--- config.mk ---
export PLATFORM = sky130hd
export DESIGN_NAME = dual_encoder_tx_sequencing
export DESIGN_NICKNAME = d
export VERILOG_FILES = /design/src/tx_seq_pkg.sv /design/src/dual_encoder_tx_sequencing.sv
export VERILOG_INCLUDE_DIRS = /design/src
export SDC_FILE = /design/constraint.sdc
export NUM_CORES = 1
export LEC_CHECK = 0
export BUFFER_PORTS_ARGS = -buffer_cell sky130_fd_sc_hd__buf_2
export CORE_MARGIN = 8
export CORE_UTILIZATION = 54
export DETAILED_ROUTE_END_ITERATION = 8
export PLACE_DENSITY = 0.76
export SLEW_MARGIN = 20
export SYNTH_ARGS = -nofsm -noshare
export SYNTH_HDL_FRONTEND = slang
export SYNTH_SLANG_ARGS = --single-unit
--- constraint.sdc ---
create_clock -name clk_sys -period 8.8 [get_ports clk_sys]
set_input_delay 0 -clock clk_sys [delete_from_list [all_inputs] [get_ports clk_sys]]
set_output_delay 0 -clock clk_sys [all_outputs]
set_load 0.02 [all_outputs]
--- src/tx_seq_defs.svh ---
// Behaviour
// one shared carrier word, per-encoder deviation
// deviation used only under FSK
// per-encoder band bit, 0 low, 1 high
// software computes words from reference frequency
// software keeps words within documented bounds
// per-encoder output power level select
// active-low indicator blinks, low-battery duty differs
// button pattern indexes both configuration words
// all-released pattern never starts transmission
// assignment bit picks classic or advanced encoder
// seed bit picks normal or seed word
// words stored low byte then high byte
// started code word always completes
// after release, send up to minimum count
// transmission bounded by min and max counts
// bit is 2 or 3 time elements
// classic word 187/201 TE plus 23.979 ms
// advanced word 437/629 TE plus 46.527 ms
// blanking radiates every second or fourth word
// word is preamble, header, data, then guard
// max count reached stops after current word
`ifndef TX_SEQ_DEFS_SVH
`define TX_SEQ_DEFS_SVH

// ----------------------------------------
// register byte offsets
// ----------------------------------------
`define OFF_ASSIGN_LO   12'h000
`define OFF_ASSIGN_HI   12'h004
`define OFF_SEED_LO     12'h008
`define OFF_SEED_HI     12'h00c
`define OFF_CARRIER     12'h010
`define OFF_ENC0_CFG    12'h014
`define OFF_ENC1_CFG    12'h018
`define OFF_ENC0_TE     12'h01c
`define OFF_ENC1_TE     12'h020
`define OFF_ENC0_CNT    12'h024
`define OFF_ENC1_CNT    12'h028
`define OFF_STATUS      12'h02c

// ----------------------------------------
// encoder config fields
// ----------------------------------------
`define CFG_DEV_LSB     0
`define CFG_DEV_W       16
`define CFG_FSK_BIT     16
`define CFG_BAND_BIT    17
`define CFG_PWR_BIT     18
`define CFG_PWM_BIT     19
`define CFG_BLANK_BIT   20
`define CFG_BLANK4_BIT  21

// ----------------------------------------
// code word timing
// ----------------------------------------
`define CLK_HZ          25000000
`define TE_CLA_MAN      187
`define TE_CLA_PWM      201
`define TE_ADV_MAN      437
`define TE_ADV_PWM      629
`define FIX_CLA_NS      23979000
`define FIX_ADV_NS      46527000
`define FIX_CLA_CYC     ((`FIX_CLA_NS / 40))
`define FIX_ADV_CYC     ((`FIX_ADV_NS / 40))
`define PRE_TE          12
`define HDR_TE          10
`define LED_PERIOD_CYC  2500000
`define LED_ON_NORM     1250000
`define LED_ON_LOWBAT   250000
`define TE_CYC_RST      16'h2710

`endif

--- src/tx_seq_pkg.sv ---
package tx_seq_pkg;
  typedef struct packed {
    logic [15:0] deviation;
    logic        fskMode;
    logic        highBand;
    logic        highPower;
  } rf_setting_t;

  typedef enum logic [2:0] {
    ST_IDLE,
    ST_PREAMBLE,
    ST_HEADER,
    ST_DATA,
    ST_GUARD
  } word_state_t;
endpackage : tx_seq_pkg

--- src/dual_encoder_tx_sequencing.sv ---
// The register offsets and the APB register port are this design's own decisions.
`timescale 1ns/10ps
`include "tx_seq_defs.svh"

module dual_encoder_tx_sequencing #(
  parameter int FIX_CLA_CYC = `FIX_CLA_CYC,
  parameter int FIX_ADV_CYC = `FIX_ADV_CYC,
  parameter int LED_PERIOD  = `LED_PERIOD_CYC,
  parameter int LED_NORM    = `LED_ON_NORM,
  parameter int LED_LOWBAT  = `LED_ON_LOWBAT
) (
  // clock and reset
  input  wire logic               clk_sys,
  input  wire logic               rst,
  // apb
  input  wire logic               psel,
  input  wire logic               penable,
  input  wire logic               pwrite,
  input  wire logic [11:0]        paddr,
  input  wire logic [31:0]        pwdata,
  output logic                    pready,
  output logic [31:0]             prdata,
  output logic                    pslverr,
  // buttons and battery
  input  wire logic [3:0]         buttons,
  input  wire logic               lowBattery,
  // transmitter control
  output logic                    txActive,
  output logic                    carrierOn,
  output logic                    encoderSel,
  output logic                    seedWord,
  output logic [3:0]              functionCode,
  output logic [1:0]              wordPhase,
  output logic [23:0]             carrier_frequency_word,
  output tx_seq_pkg::rf_setting_t rfSetting,
  output logic                    ledOut_n
);
  import tx_seq_pkg::*;

  // ----------------------------------------
  // parameter checks
  // ----------------------------------------
  // indicator on-time must leave an off phase, guard must be non-empty
  if (LED_NORM >= LED_PERIOD || LED_LOWBAT >= LED_PERIOD || LED_NORM < 1
      || LED_LOWBAT < 1 || FIX_CLA_CYC < 1 || FIX_ADV_CYC < 1) begin : g_bad_timing
    $error("dual_encoder_tx_sequencing: bad timing parameters");
  end

  // ----------------------------------------
  // registers
  // ----------------------------------------
  logic [7:0]  assignLo_q, assignHi_q, seedLo_q, seedHi_q;
  logic [23:0] carrier_q;
  logic [21:0] encCfg_q [2];
  logic [15:0] teCyc_q [2];
  logic [15:0] cntCfg_q [2];

  // writes land only at the edge that also shows pready to the master
  wire         wrEn   = psel && penable && pwrite && pready;
  wire         mapped = paddr[1:0] == 2'b00 && paddr <= `OFF_STATUS;
  wire  [15:0] assignWord = {assignHi_q, assignLo_q};
  wire  [15:0] seedWord16 = {seedHi_q, seedLo_q};
  wire         wrAssignLo = wrEn && paddr == `OFF_ASSIGN_LO;
  wire         wrAssignHi = wrEn && paddr == `OFF_ASSIGN_HI;
  wire         wrSeedLo   = wrEn && paddr == `OFF_SEED_LO;
  wire         wrSeedHi   = wrEn && paddr == `OFF_SEED_HI;
  wire         wrCarrier  = wrEn && paddr == `OFF_CARRIER;
  wire  [1:0]  wrCfg      = {wrEn && paddr == `OFF_ENC1_CFG, wrEn && paddr == `OFF_ENC0_CFG};
  wire  [1:0]  wrTe       = {wrEn && paddr == `OFF_ENC1_TE, wrEn && paddr == `OFF_ENC0_TE};
  wire  [1:0]  wrCnt      = {wrEn && paddr == `OFF_ENC1_CNT, wrEn && paddr == `OFF_ENC0_CNT};

  // low byte at the lower address, high byte after it
  always_ff @(posedge clk_sys or posedge rst) begin
    if (rst) begin
      assignLo_q <= 8'h00;
      assignHi_q <= 8'h00;
      seedLo_q   <= 8'h00;
      seedHi_q   <= 8'h00;
    end else begin
      if (wrAssignLo) assignLo_q <= pwdata[7:0];
      if (wrAssignHi) assignHi_q <= pwdata[7:0];
      if (wrSeedLo)   seedLo_q   <= pwdata[7:0];
      if (wrSeedHi)   seedHi_q   <= pwdata[7:0];
    end
  end

  // one carrier word serves both encoders
  always_ff @(posedge clk_sys or posedge rst) begin
    if (rst)
      carrier_q <= 24'h000000;
    else if (wrCarrier)
      carrier_q <= pwdata[23:0];
  end

  always_ff @(posedge clk_sys or posedge rst) begin
    if (rst) begin
      for (int i = 0; i < 2; i++) begin
        encCfg_q[i] <= 22'h000000;
        teCyc_q[i]  <= `TE_CYC_RST;
        cntCfg_q[i] <= 16'h0000;
      end
    end else begin
      for (int i = 0; i < 2; i++) begin
        if (wrCfg[i]) encCfg_q[i] <= pwdata[21:0];
        if (wrTe[i])  teCyc_q[i]  <= pwdata[15:0];
        if (wrCnt[i]) cntCfg_q[i] <= pwdata[15:0];
      end
    end
  end

  // ----------------------------------------
  // sequencer
  // ----------------------------------------
  word_state_t state_q;
  logic        enc_q, seed_q, held_q;
  // set when a held pattern ran out of words, cleared by release
  logic        spent_q;
  logic [3:0]  func_q;
  logic [7:0]  words_q;
  logic [31:0] tick_q;
  logic [15:0] teCnt_q;

  // pattern index; R09 bit zero never requests
  wire  [3:0]  pattern = buttons;
  wire         request = pattern != 4'h0;
  wire         reqEnc  = assignWord[pattern];
  wire         reqSeed = seedWord16[pattern];
  wire  [7:0]  minCnt  = cntCfg_q[enc_q][7:0];
  wire  [7:0]  maxCnt  = cntCfg_q[enc_q][15:8];
  wire  [21:0] cfg     = encCfg_q[enc_q];
  wire         pwm     = cfg[`CFG_PWM_BIT];
  wire         teTick  = teCnt_q >= teCyc_q[enc_q] - 16'h0001;
  // guard runs in clock cycles, so every word starts on a fresh time element
  wire         teRestart = state_q == ST_IDLE || state_q == ST_GUARD || teTick;

  function automatic logic [31:0] dataTe(input logic adv, input logic isPwm);
    logic [31:0] total;
    total = adv ? (isPwm ? `TE_ADV_PWM : `TE_ADV_MAN)
                : (isPwm ? `TE_CLA_PWM : `TE_CLA_MAN);
    dataTe = total - `PRE_TE - `HDR_TE;
  endfunction : dataTe

  wire [31:0] guardCyc = enc_q ? 32'(FIX_ADV_CYC) : 32'(FIX_CLA_CYC);
  wire [7:0]  nextWords = words_q + 8'h01;
  // decide at word end only, never mid-word
  wire        another = (nextWords < maxCnt || maxCnt == 8'h00)
                        && (held_q || nextWords < minCnt);
  // blank pattern
  wire        radiate = !cfg[`CFG_BLANK_BIT]
                        || (cfg[`CFG_BLANK4_BIT] ? words_q[1:0] == 2'b00 : !words_q[0]);

  always_ff @(posedge clk_sys or posedge rst) begin
    if (rst) begin
      state_q <= ST_IDLE;
      enc_q   <= 1'b0;
      seed_q  <= 1'b0;
      held_q  <= 1'b0;
      spent_q <= 1'b0;
      func_q  <= 4'h0;
      words_q <= 8'h00;
      tick_q  <= 32'h0;
      teCnt_q <= 16'h0000;
    end else begin
      teCnt_q <= teRestart ? 16'h0000 : teCnt_q + 16'h0001;
      if (state_q != ST_IDLE && !request)
        held_q <= 1'b0;
      case (state_q)
        ST_IDLE: begin
          words_q <= 8'h00;
          tick_q  <= 32'h0;
          // a held pattern that hit its maximum must be released first
          if (!request)
            spent_q <= 1'b0;
          if (request && !spent_q) begin
            enc_q   <= reqEnc;
            seed_q  <= reqSeed;
            func_q  <= pattern;
            held_q  <= 1'b1;
            state_q <= ST_PREAMBLE;
          end
        end
        // preamble, header, data, guard
        ST_PREAMBLE: if (teTick) begin
          tick_q <= (tick_q == `PRE_TE - 1) ? 32'h0 : tick_q + 32'h1;
          if (tick_q == `PRE_TE - 1)
            state_q <= ST_HEADER;
        end
        ST_HEADER: if (teTick) begin
          tick_q <= (tick_q == `HDR_TE - 1) ? 32'h0 : tick_q + 32'h1;
          if (tick_q == `HDR_TE - 1)
            state_q <= ST_DATA;
        end
        ST_DATA: if (teTick) begin
          tick_q <= (tick_q == dataTe(enc_q, pwm) - 1) ? 32'h0 : tick_q + 32'h1;
          if (tick_q == dataTe(enc_q, pwm) - 1)
            state_q <= ST_GUARD;
        end
        ST_GUARD: begin
          tick_q <= tick_q + 32'h1;
          if (tick_q >= guardCyc - 1) begin
            tick_q  <= 32'h0;
            words_q <= nextWords;
            state_q <= another ? ST_PREAMBLE : ST_IDLE;
            spent_q <= !another && request;
          end
        end
        default: state_q <= ST_IDLE;
      endcase
    end
  end

  // ----------------------------------------
  // indicator
  // ----------------------------------------
  logic [31:0] ledCnt_q;
  wire  [31:0] ledOn = lowBattery ? 32'(LED_LOWBAT) : 32'(LED_NORM);

  // ----------------------------------------
  // outputs and apb
  // ----------------------------------------
  logic [31:0] rdMux;
  always_comb begin
    case (paddr)
      `OFF_ASSIGN_LO: rdMux = {24'h0, assignLo_q};
      `OFF_ASSIGN_HI: rdMux = {24'h0, assignHi_q};
      `OFF_SEED_LO:   rdMux = {24'h0, seedLo_q};
      `OFF_SEED_HI:   rdMux = {24'h0, seedHi_q};
      `OFF_CARRIER:   rdMux = {8'h0, carrier_q};
      `OFF_ENC0_CFG:  rdMux = {10'h0, encCfg_q[0]};
      `OFF_ENC1_CFG:  rdMux = {10'h0, encCfg_q[1]};
      `OFF_ENC0_TE:   rdMux = {16'h0, teCyc_q[0]};
      `OFF_ENC1_TE:   rdMux = {16'h0, teCyc_q[1]};
      `OFF_ENC0_CNT:  rdMux = {16'h0, cntCfg_q[0]};
      `OFF_ENC1_CNT:  rdMux = {16'h0, cntCfg_q[1]};
      `OFF_STATUS:    rdMux = {20'h0, words_q, 1'b0, state_q};
      default:        rdMux = 32'h0;
    endcase
  end

  // ----------------------------------------
  // output next values
  // ----------------------------------------
  // idle shares the guard code: the carrier is dark in both
  function automatic logic [1:0] phaseCode(input word_state_t st);
    case (st)
      ST_PREAMBLE: phaseCode = 2'd0;
      ST_HEADER:   phaseCode = 2'd1;
      ST_DATA:     phaseCode = 2'd2;
      default:     phaseCode = 2'd3;
    endcase
  endfunction : phaseCode

  wire         txOn      = state_q != ST_IDLE;
  wire         access    = psel && penable && !pready;
  wire         fskOn     = cfg[`CFG_FSK_BIT];
  wire  [15:0] devNext   = fskOn ? cfg[`CFG_DEV_LSB +: `CFG_DEV_W] : 16'h0000;
  wire  [1:0]  phaseNext = phaseCode(state_q);
  wire         ledWrap   = !txOn || ledCnt_q >= 32'(LED_PERIOD) - 32'h1;
  wire  [31:0] ledNext   = ledWrap ? 32'h0 : ledCnt_q + 32'h1;
  rf_setting_t rfNext;

  assign rfNext.deviation = devNext;
  assign rfNext.fskMode   = fskOn;
  assign rfNext.highBand  = cfg[`CFG_BAND_BIT];
  assign rfNext.highPower = cfg[`CFG_PWR_BIT];

  // ----------------------------------------
  // bus answer
  // ----------------------------------------
  // one wait state: ready in second access cycle
  always_ff @(posedge clk_sys or posedge rst) begin
    if (rst) begin
      pready  <= 1'b0;
      prdata  <= 32'h0;
      pslverr <= 1'b0;
    end else begin
      pready  <= access;
      prdata  <= rdMux;
      pslverr <= access && !mapped;
    end
  end

  // ----------------------------------------
  // transmitter status
  // ----------------------------------------
  always_ff @(posedge clk_sys or posedge rst) begin
    if (rst) begin
      txActive     <= 1'b0;
      carrierOn    <= 1'b0;
      encoderSel   <= 1'b0;
      seedWord     <= 1'b0;
      functionCode <= 4'h0;
      wordPhase    <= 2'b00;
    end else begin
      txActive     <= txOn;
      carrierOn    <= txOn && state_q != ST_GUARD && radiate;
      encoderSel   <= enc_q;
      seedWord     <= seed_q;
      functionCode <= seed_q ? 4'hf : func_q;
      wordPhase    <= phaseNext;
    end
  end

  // ----------------------------------------
  // synthesizer settings
  // ----------------------------------------
  // settings follow the active encoder, so they only matter while it sends
  always_ff @(posedge clk_sys or posedge rst) begin
    if (rst) begin
      carrier_frequency_word <= 24'h000000;
      rfSetting              <= '0;
    end else begin
      carrier_frequency_word <= carrier_q;
      rfSetting              <= rfNext;
    end
  end

  // ----------------------------------------
  // indicator drive
  // ----------------------------------------
  // blink restarts with each transmission so the first flash is full length
  always_ff @(posedge clk_sys or posedge rst) begin
    if (rst) begin
      ledCnt_q <= 32'h0;
      ledOut_n <= 1'b1;
    end else begin
      ledCnt_q <= ledNext;
      ledOut_n <= !(txOn && ledCnt_q < ledOn);
    end
  end
endmodule : dual_encoder_tx_sequencing

== After elaboration in Yosys (flattened, before gate mapping) ==
Index checks and enable logic that the tools add are counted.
Operators by class
  add/subtract/negate cells: 9
  $mul: 0
  divide/modulo/power cells: 0
  magnitude comparators: 9
  eq/ne operators: 28
  shift operators: 0
  multiplexer cells: 51
  bitwise operators: 1
  reduce and logical (&&, ||, !) cells: 53
Operators by type and width (count)
  24-bit one-hot mux with 12 select lines: 1
  32-bit 2-to-1 mux: 8
  32-bit one-hot mux with 5 select lines: 1
  16-bit 2-to-1 mux: 8
  22-bit 2-to-1 mux: 3
  32-bit by 1-bit adder with 32-bit output, second input constant: 2
  32-bit by 4-bit == test with 1-bit output, second input constant: 2
  12-bit by 5-bit == test with 1-bit output, second input constant: 4
  12-bit by 6-bit == test with 1-bit output, second input constant: 4
  21-bit 2-to-1 mux: 2
  32-bit == test: 1
  32-bit by 22-bit >= comparator with 1-bit output, second input constant: 1
  32-bit >= comparator: 1
  32-bit by 21-bit less-than comparator with 1-bit output: 1
  12-bit by 4-bit == test with 1-bit output, second input constant: 2
  1-bit logical AND: 24
  3-bit 2-to-1 mux: 8
  21-bit by 1-bit subtractor with 22-bit output, second input constant: 1
  10-bit 2-to-1 mux: 2
  16-bit by 1-bit adder with 16-bit output, second input constant: 1
  16-bit >= comparator: 1
  8-bit less-than comparator: 2
  8-bit one-hot mux with 2 select lines: 1
  16-bit by 1-bit subtractor with 16-bit output, second input constant: 1
  37 further kinds: 69
Storage, ports and cells
  bits in registers: 351
  bits in latches: 0
  RAM bits: 0
  memory bits (read-only): 0
  input bits: 54
  output and inout port bits: 88
  word-level logic and storage cells: 187
  memories: 0

== Logic depth before layout (Yosys ltp) ==
  depth in word-level cells: 13
  depth in mapped cells: 22
  mapped depth without buffers: 15

== Worst setup path before layout ==
OpenSTA, ideal clock, no wires.
  path kind: reg-to-reg
  from: reg enc_q
  to: reg tick_q[11]
  library setup time: 121 ps
  data arrival time: 4748 ps
  required time: 8679 ps
  path slack: 3931 ps
  cell stages (with the launch flop): 22
  path buffers: 7
  period minus slack after synthesis: 4869 ps
  cells stage by stage: dfrtp_1 buf_6 buf_4 buf_2 buf_2 buf_2 buf_2 mux2i_1 ha_1 o21ai_1 o21bai_1 or3_1 nor2_1 xor2_1 ha_1 nand4_1 a2111oi_1 o41ai_2 a31oi_1 clkbuf_1 o21ai_0 a22o_1
Between the ends
  longest elaborated chain between the ends: 13
  elaborated cells on any way between the ends: 27
  those cells by class: add/sub (5); order compare (2); eq/ne (4); mux (14); bitwise (1); reduce/logical (1)
RTL lines
  start: declaration: RTL line dual_encoder_tx_sequencing.sv:115  | logic enc_q, seed_q, held_q;
  start signal: assignment: RTL line dual_encoder_tx_sequencing.sv:175  | enc_q <= reqEnc;
  1-bit inverter with 2-bit output (implied by the code): RTL line dual_encoder_tx_sequencing.sv:130, dual_encoder_tx_sequencing.sv:132
  22-bit 2-to-1 mux (implied by the code) (3 in series): RTL line dual_encoder_tx_sequencing.sv:130  | wire [21:0] cfg = encCfg_q[enc_q];
  7-bit 2-to-1 mux (no line) / 10-bit 2-to-1 mux (equally long branches)
  10-bit 2-to-1 mux: RTL line dual_encoder_tx_sequencing.sv:138  | total = adv ? (isPwm ? `TE_ADV_PWM : `TE_ADV_MAN)
  10-bit by 4-bit subtractor with 11-bit output (no line)
  11-bit by 5-bit subtractor with 12-bit output (no line)
  12-bit by 2-bit subtractor with 13-bit output: RTL line dual_encoder_tx_sequencing.sv:194  | tick_q <= (tick_q == dataTe(enc_q, pwm) - 1) ? 32'h0 : tick_q + 32'h1;
  32-bit == test: RTL line dual_encoder_tx_sequencing.sv:194
  32-bit 2-to-1 mux: RTL line dual_encoder_tx_sequencing.sv:194
  32-bit 2-to-1 mux: RTL line dual_encoder_tx_sequencing.sv:193  | ST_DATA: if (teTick) begin
  32-bit one-hot mux with 5 select lines: RTL line dual_encoder_tx_sequencing.sv:167  | case (state_q)
  end signal: assignment: RTL line dual_encoder_tx_sequencing.sv:189  | tick_q <= (tick_q == `HDR_TE - 1) ? 32'h0 : tick_q + 32'h1;
  end signal: assignment: RTL line dual_encoder_tx_sequencing.sv:194
  end signal: assignment: RTL line dual_encoder_tx_sequencing.sv:199  | tick_q <= tick_q + 32'h1;
  end: declaration: RTL line dual_encoder_tx_sequencing.sv:120  | logic [31:0] tick_q;
Parallel ways exist; a longest one is shown, timed or not. The select of a mux whose other input is x is not followed.
A chain may end at the register's enable or synchronous reset.

== Worst setup path in the final report ==
  from: reg enc_q
  to: reg tick_q[22]
The elaborated chain is that of the path after synthesis.

==> insert_results.sql <==
INSERT INTO impl_metrics (metric_group, metric, value, unit) VALUES
('cts', 'tritoncts', 'done', ''),
('outcome', 'run_status', 'complete, no violations', ''),
('cells_and_area', 'antennaDiodeCount', '0', ''),
('routing', 'routed-via-count', '12302', ''),
('worst_setup_path', 'timing.critical_path.from_type', 'register', ''),
('hold_path', 'hold_start', 'pwdata[2]', ''),
('cts', 'numCtsBuffers', '37', ''),
('worst_setup_path', 'critical_path.startpoint', 'enc_q$_DFFE_PP0P_', ''),
('worst_setup_path', 'critical_path.max_stage_delay', '810', 'ps'),
('sta', 'post-route-worst-setup-slack', '3140', 'ps'),
('global_route', 'initial_antenna_violation_count', '1', ''),
('worst_setup_path', 'worst_path_max_delay_cell', 'and2_1', ''),
('routing', 'viasPerCell', '6.12', ''),
('logic_synthesis', 'compound_gate_fraction_of_synth_area', '10.6', '%'),
('place', 'last_weighted_congestion_value_of_the_routability_driven_placer', '0.876', ''),
('logic_synthesis', 'synth_most_common_cell', 'dfrtp_1', ''),
('worst_setup_path', 'worst_r2r_path_cells', '15', ''),
('cts', 'clock_tree_sinks', '343', ''),
('floorplan', 'die_w', '193', 'µm'),
('sta', 'tns', '0', 'ps'),
('logic_synthesis', 'synth_fa_ha_area_share', '3.77', '%'),
('sta', 'final.setup_skew', '13.6', 'ps'),
('cells_and_area', 'post_route_cells_drive_above_1_share', '28.2', '%'),
('logic_synthesis', 'syn_avg_cell_area', '11.9', 'µm²'),
('routing', 'drtPass1Iterations', '6', ''),
('logic_synthesis', 'synth-warning-count', '0', ''),
('power_and_ir_drop', 'leakage', '9.03', 'nW'),
('cts', 'clkLatencyLatePin', '520', 'ps'),
('logic_synthesis', 'yosys.cell_types.count', '94', ''),
('worst_setup_path', 'critPathMaxFanout', '44', ''),
('logic_synthesis', 'yosys_most_used_dff', 'dfrtp_1', ''),
('place', 'portBuffers', '125', ''),
('cts', 'clk_transition_reported_paths', '60', 'ps'),
('worst_setup_path', 'worst_r2r_endpoint', 'tick_q[22]$_DFFE_PP0P_', ''),
('sta', 'final_min_period_over_clock_period', '64.3', '%'),
('logic_synthesis', 'synthCells', '1427', ''),
('sta', 'setup_viol_count_final', '0', ''),
('cells_and_area', 'number_of_nets_in_the_final_layout', '1686', ''),
('hold_path', 'holdCritPathClass', 'in -> reg', ''),
('worst_setup_path', 'critical_path.endpoint_type', 'register', ''),
('floorplan', 'chip_height', '193', 'µm'),
('floorplan', 'placement_rows', '65', ''),
('sta', 'worst_slew_margin_rel', '31.1', '%'),
('logic_synthesis', 'post_synth_xor_area_fraction', '2.79', '%'),
('logic_synthesis', 'ys_seq_area_share', '50.7', '%'),
('logic_synthesis', 'synth_top_family_by_area', 'multiplexers', ''),
('cells_and_area', 'area_growth', '15.0', '%'),
('sta', 'fmaxAchievable', '0.177', 'GHz'),
('cts', 'clock-root-buffer', 'clkbuf_16', ''),
('global_route', 'gr-total-overflow', '0', ''),
('routing', 'wirelength', '42100', 'µm'),
('routing', 'wire_per_inst', '21.0', 'µm'),
('logic_synthesis', 'synth-seq-cells', '343', ''),
('power_and_ir_drop', 'post-layout-total-power', '3.42', 'mW'),
('worst_setup_path', 'cp_cell_sequence', 'buf_4, mux2i_1, nand2b_4, or3_4, nor2_1, xor2_1, mux2i_1, ha_1, nand4_1, a2111oi_1, o41ai_2, a31oi_1, buf_4, and2_1, o21ai_0', ''),
('worst_setup_path', 'worstPathArrival', '6020', 'ps'),
('routing', 'detail-route-antenna-nets', '0', ''),
('logic_synthesis', 'synth_enable_flop_cells', '0', ''),
('global_route', 'global_route_wire_length_before_repair', '67800', 'µm'),
('global_route', 'number_of_global_route_vias_before_repair', '12414', ''),
('cts', 'cts_repair_resize_count', '0', ''),
('floorplan', 'design.core.area', '31200', 'µm²'),
('logic_synthesis', 'synthDominantAreaCellType', 'dfrtp_1', ''),
('worst_setup_path', 'timing.rr.start', 'enc_q$_DFFE_PP0P_', ''),
('power_and_ir_drop', 'vdd.ir_drop.worst', '0.135', 'mV'),
('sta', 'worst_pin_slew', '1030', 'ps'),
('logic_synthesis', 'ranking_of_synthesized_cells_by_area', 'dfrtp_1 (49%), mux2_2 (12%), ha_1 (3.8%)', ''),
('logic_synthesis', 'synthTopCellsByCount', 'dfrtp_1 (332), mux2_2 (174), nor2_1 (96), nand2_1 (67)', ''),
('worst_setup_path', 'critical_path_required', '9160', 'ps'),
('place', 'placed_area', '17900', 'µm²'),
('logic_synthesis', 'synth.area.mux_share', '16.0', '%');
==> cells by family after synthesis <==
family                   count (synthesis)
adder cells (fa/ha/maj)                 51
other                                    1
flip-flops                             343
XOR/XNOR                                54
AND/OR/NAND/NOR                        404
multiplexers                           237
buffers and inverters                  105
AO/OA/AOI/OAI                          232
==> state kept, by name, indices dropped and copies added, names as in the netlist, 16 cells and up <==
signal and flops:
prdata 24, tick_q 32, teCyc_q 32, teCnt_q 16
rfSetting 19, carrier_q 24, encCfg_q 44, cntCfg_q 32
ledCnt_q 32, carrier_frequency_word 24
==> critical path, delay by kind of cell (launching register included) <==
| family | cells | cell delay [ps] |
|---|---|---|
| mux | 2 | 560 |
| compound gates | 4 | 1040 |
| flops | 1 | 780 |
| fa+ha+maj | 1 | 360 |
| xor+xnor | 1 | 160 |
| buf+inv | 2 | 890 |
| simple gates | 5 | 1640 |
==> per-layer routing <==
metal / track usage [%] / vias to the layer above / wire length, µm
met5: 0 / - / 13
li1: - / 5574 / -
met1: 30.6 / 6196 / 17800
met3: 4.24 / 95 / 2830
met2: 36.9 / 435 / 20200
met4: 7.90 / 2 / 1300
==> layout by cell type (no fill, tap or decap), drive strengths merged, types with 31 or more instances in the layout <==
master and count:
a22oi 31, buf 145, clkbuf 54, dfrtp 332, dlygate4sd3 33, ha 51
mux2 174, mux2i 53, nand2 68, nand3 52, nor2 98, nor3 50
o21ai 57, xor2 31
==> layout make-up <==
cell class	count	area [µm²]
inverter	25	97.6
multi-input combinational	996	7930
sequential	343	8600
clock buffer	54	1080
clock inverter	12	163
tap	402	503
fill	2419	11700
timing repair buffer	178	1120
==> worst min path at each step <==
stage	end	slack, ps	cells after the start
final	encCfg_q[24]$_DFFE_PP0P_	10	2
after global routing	teCyc_q[18]$_DFFE_PP0P_	10	2
after detailed placement	ledCnt_q[0]$_DFF_PP0_	-10	2
after CTS	pslverr$_DFF_PP0_	1	4
after global placement	ledCnt_q[0]$_DFF_PP0_	-10	2
after floorplan	pready$_DFF_PP0_	120	2
==> where the power goes <==
group	internal [mW]	switching [mW]
clock network	0.945	0.632
registers	1.61	0.0399
logic	0.0728	0.119
total	2.63	0.791
==> timing repair <==
item / in CTS / in global routing
endpoints found under the hold margin: 173 / 0
hold buffers: 33 / 0
endpoints found under the setup margin: 0 / 0
==> metrics by stage <==
stage | hold slack (ps) | util, % | instances
after floorplan | 120 | - | 1444
after global placement | -11.1 | 57.4 | 1911
after detailed placement | -11.0 | 57.4 | 1911
after CTS | 1.41 | 62.4 | 2010
after global routing | 14.1 | 62.4 | 2010
final | 10.0 | 62.4 | 2010
Power figures use the tool's default switching activity.
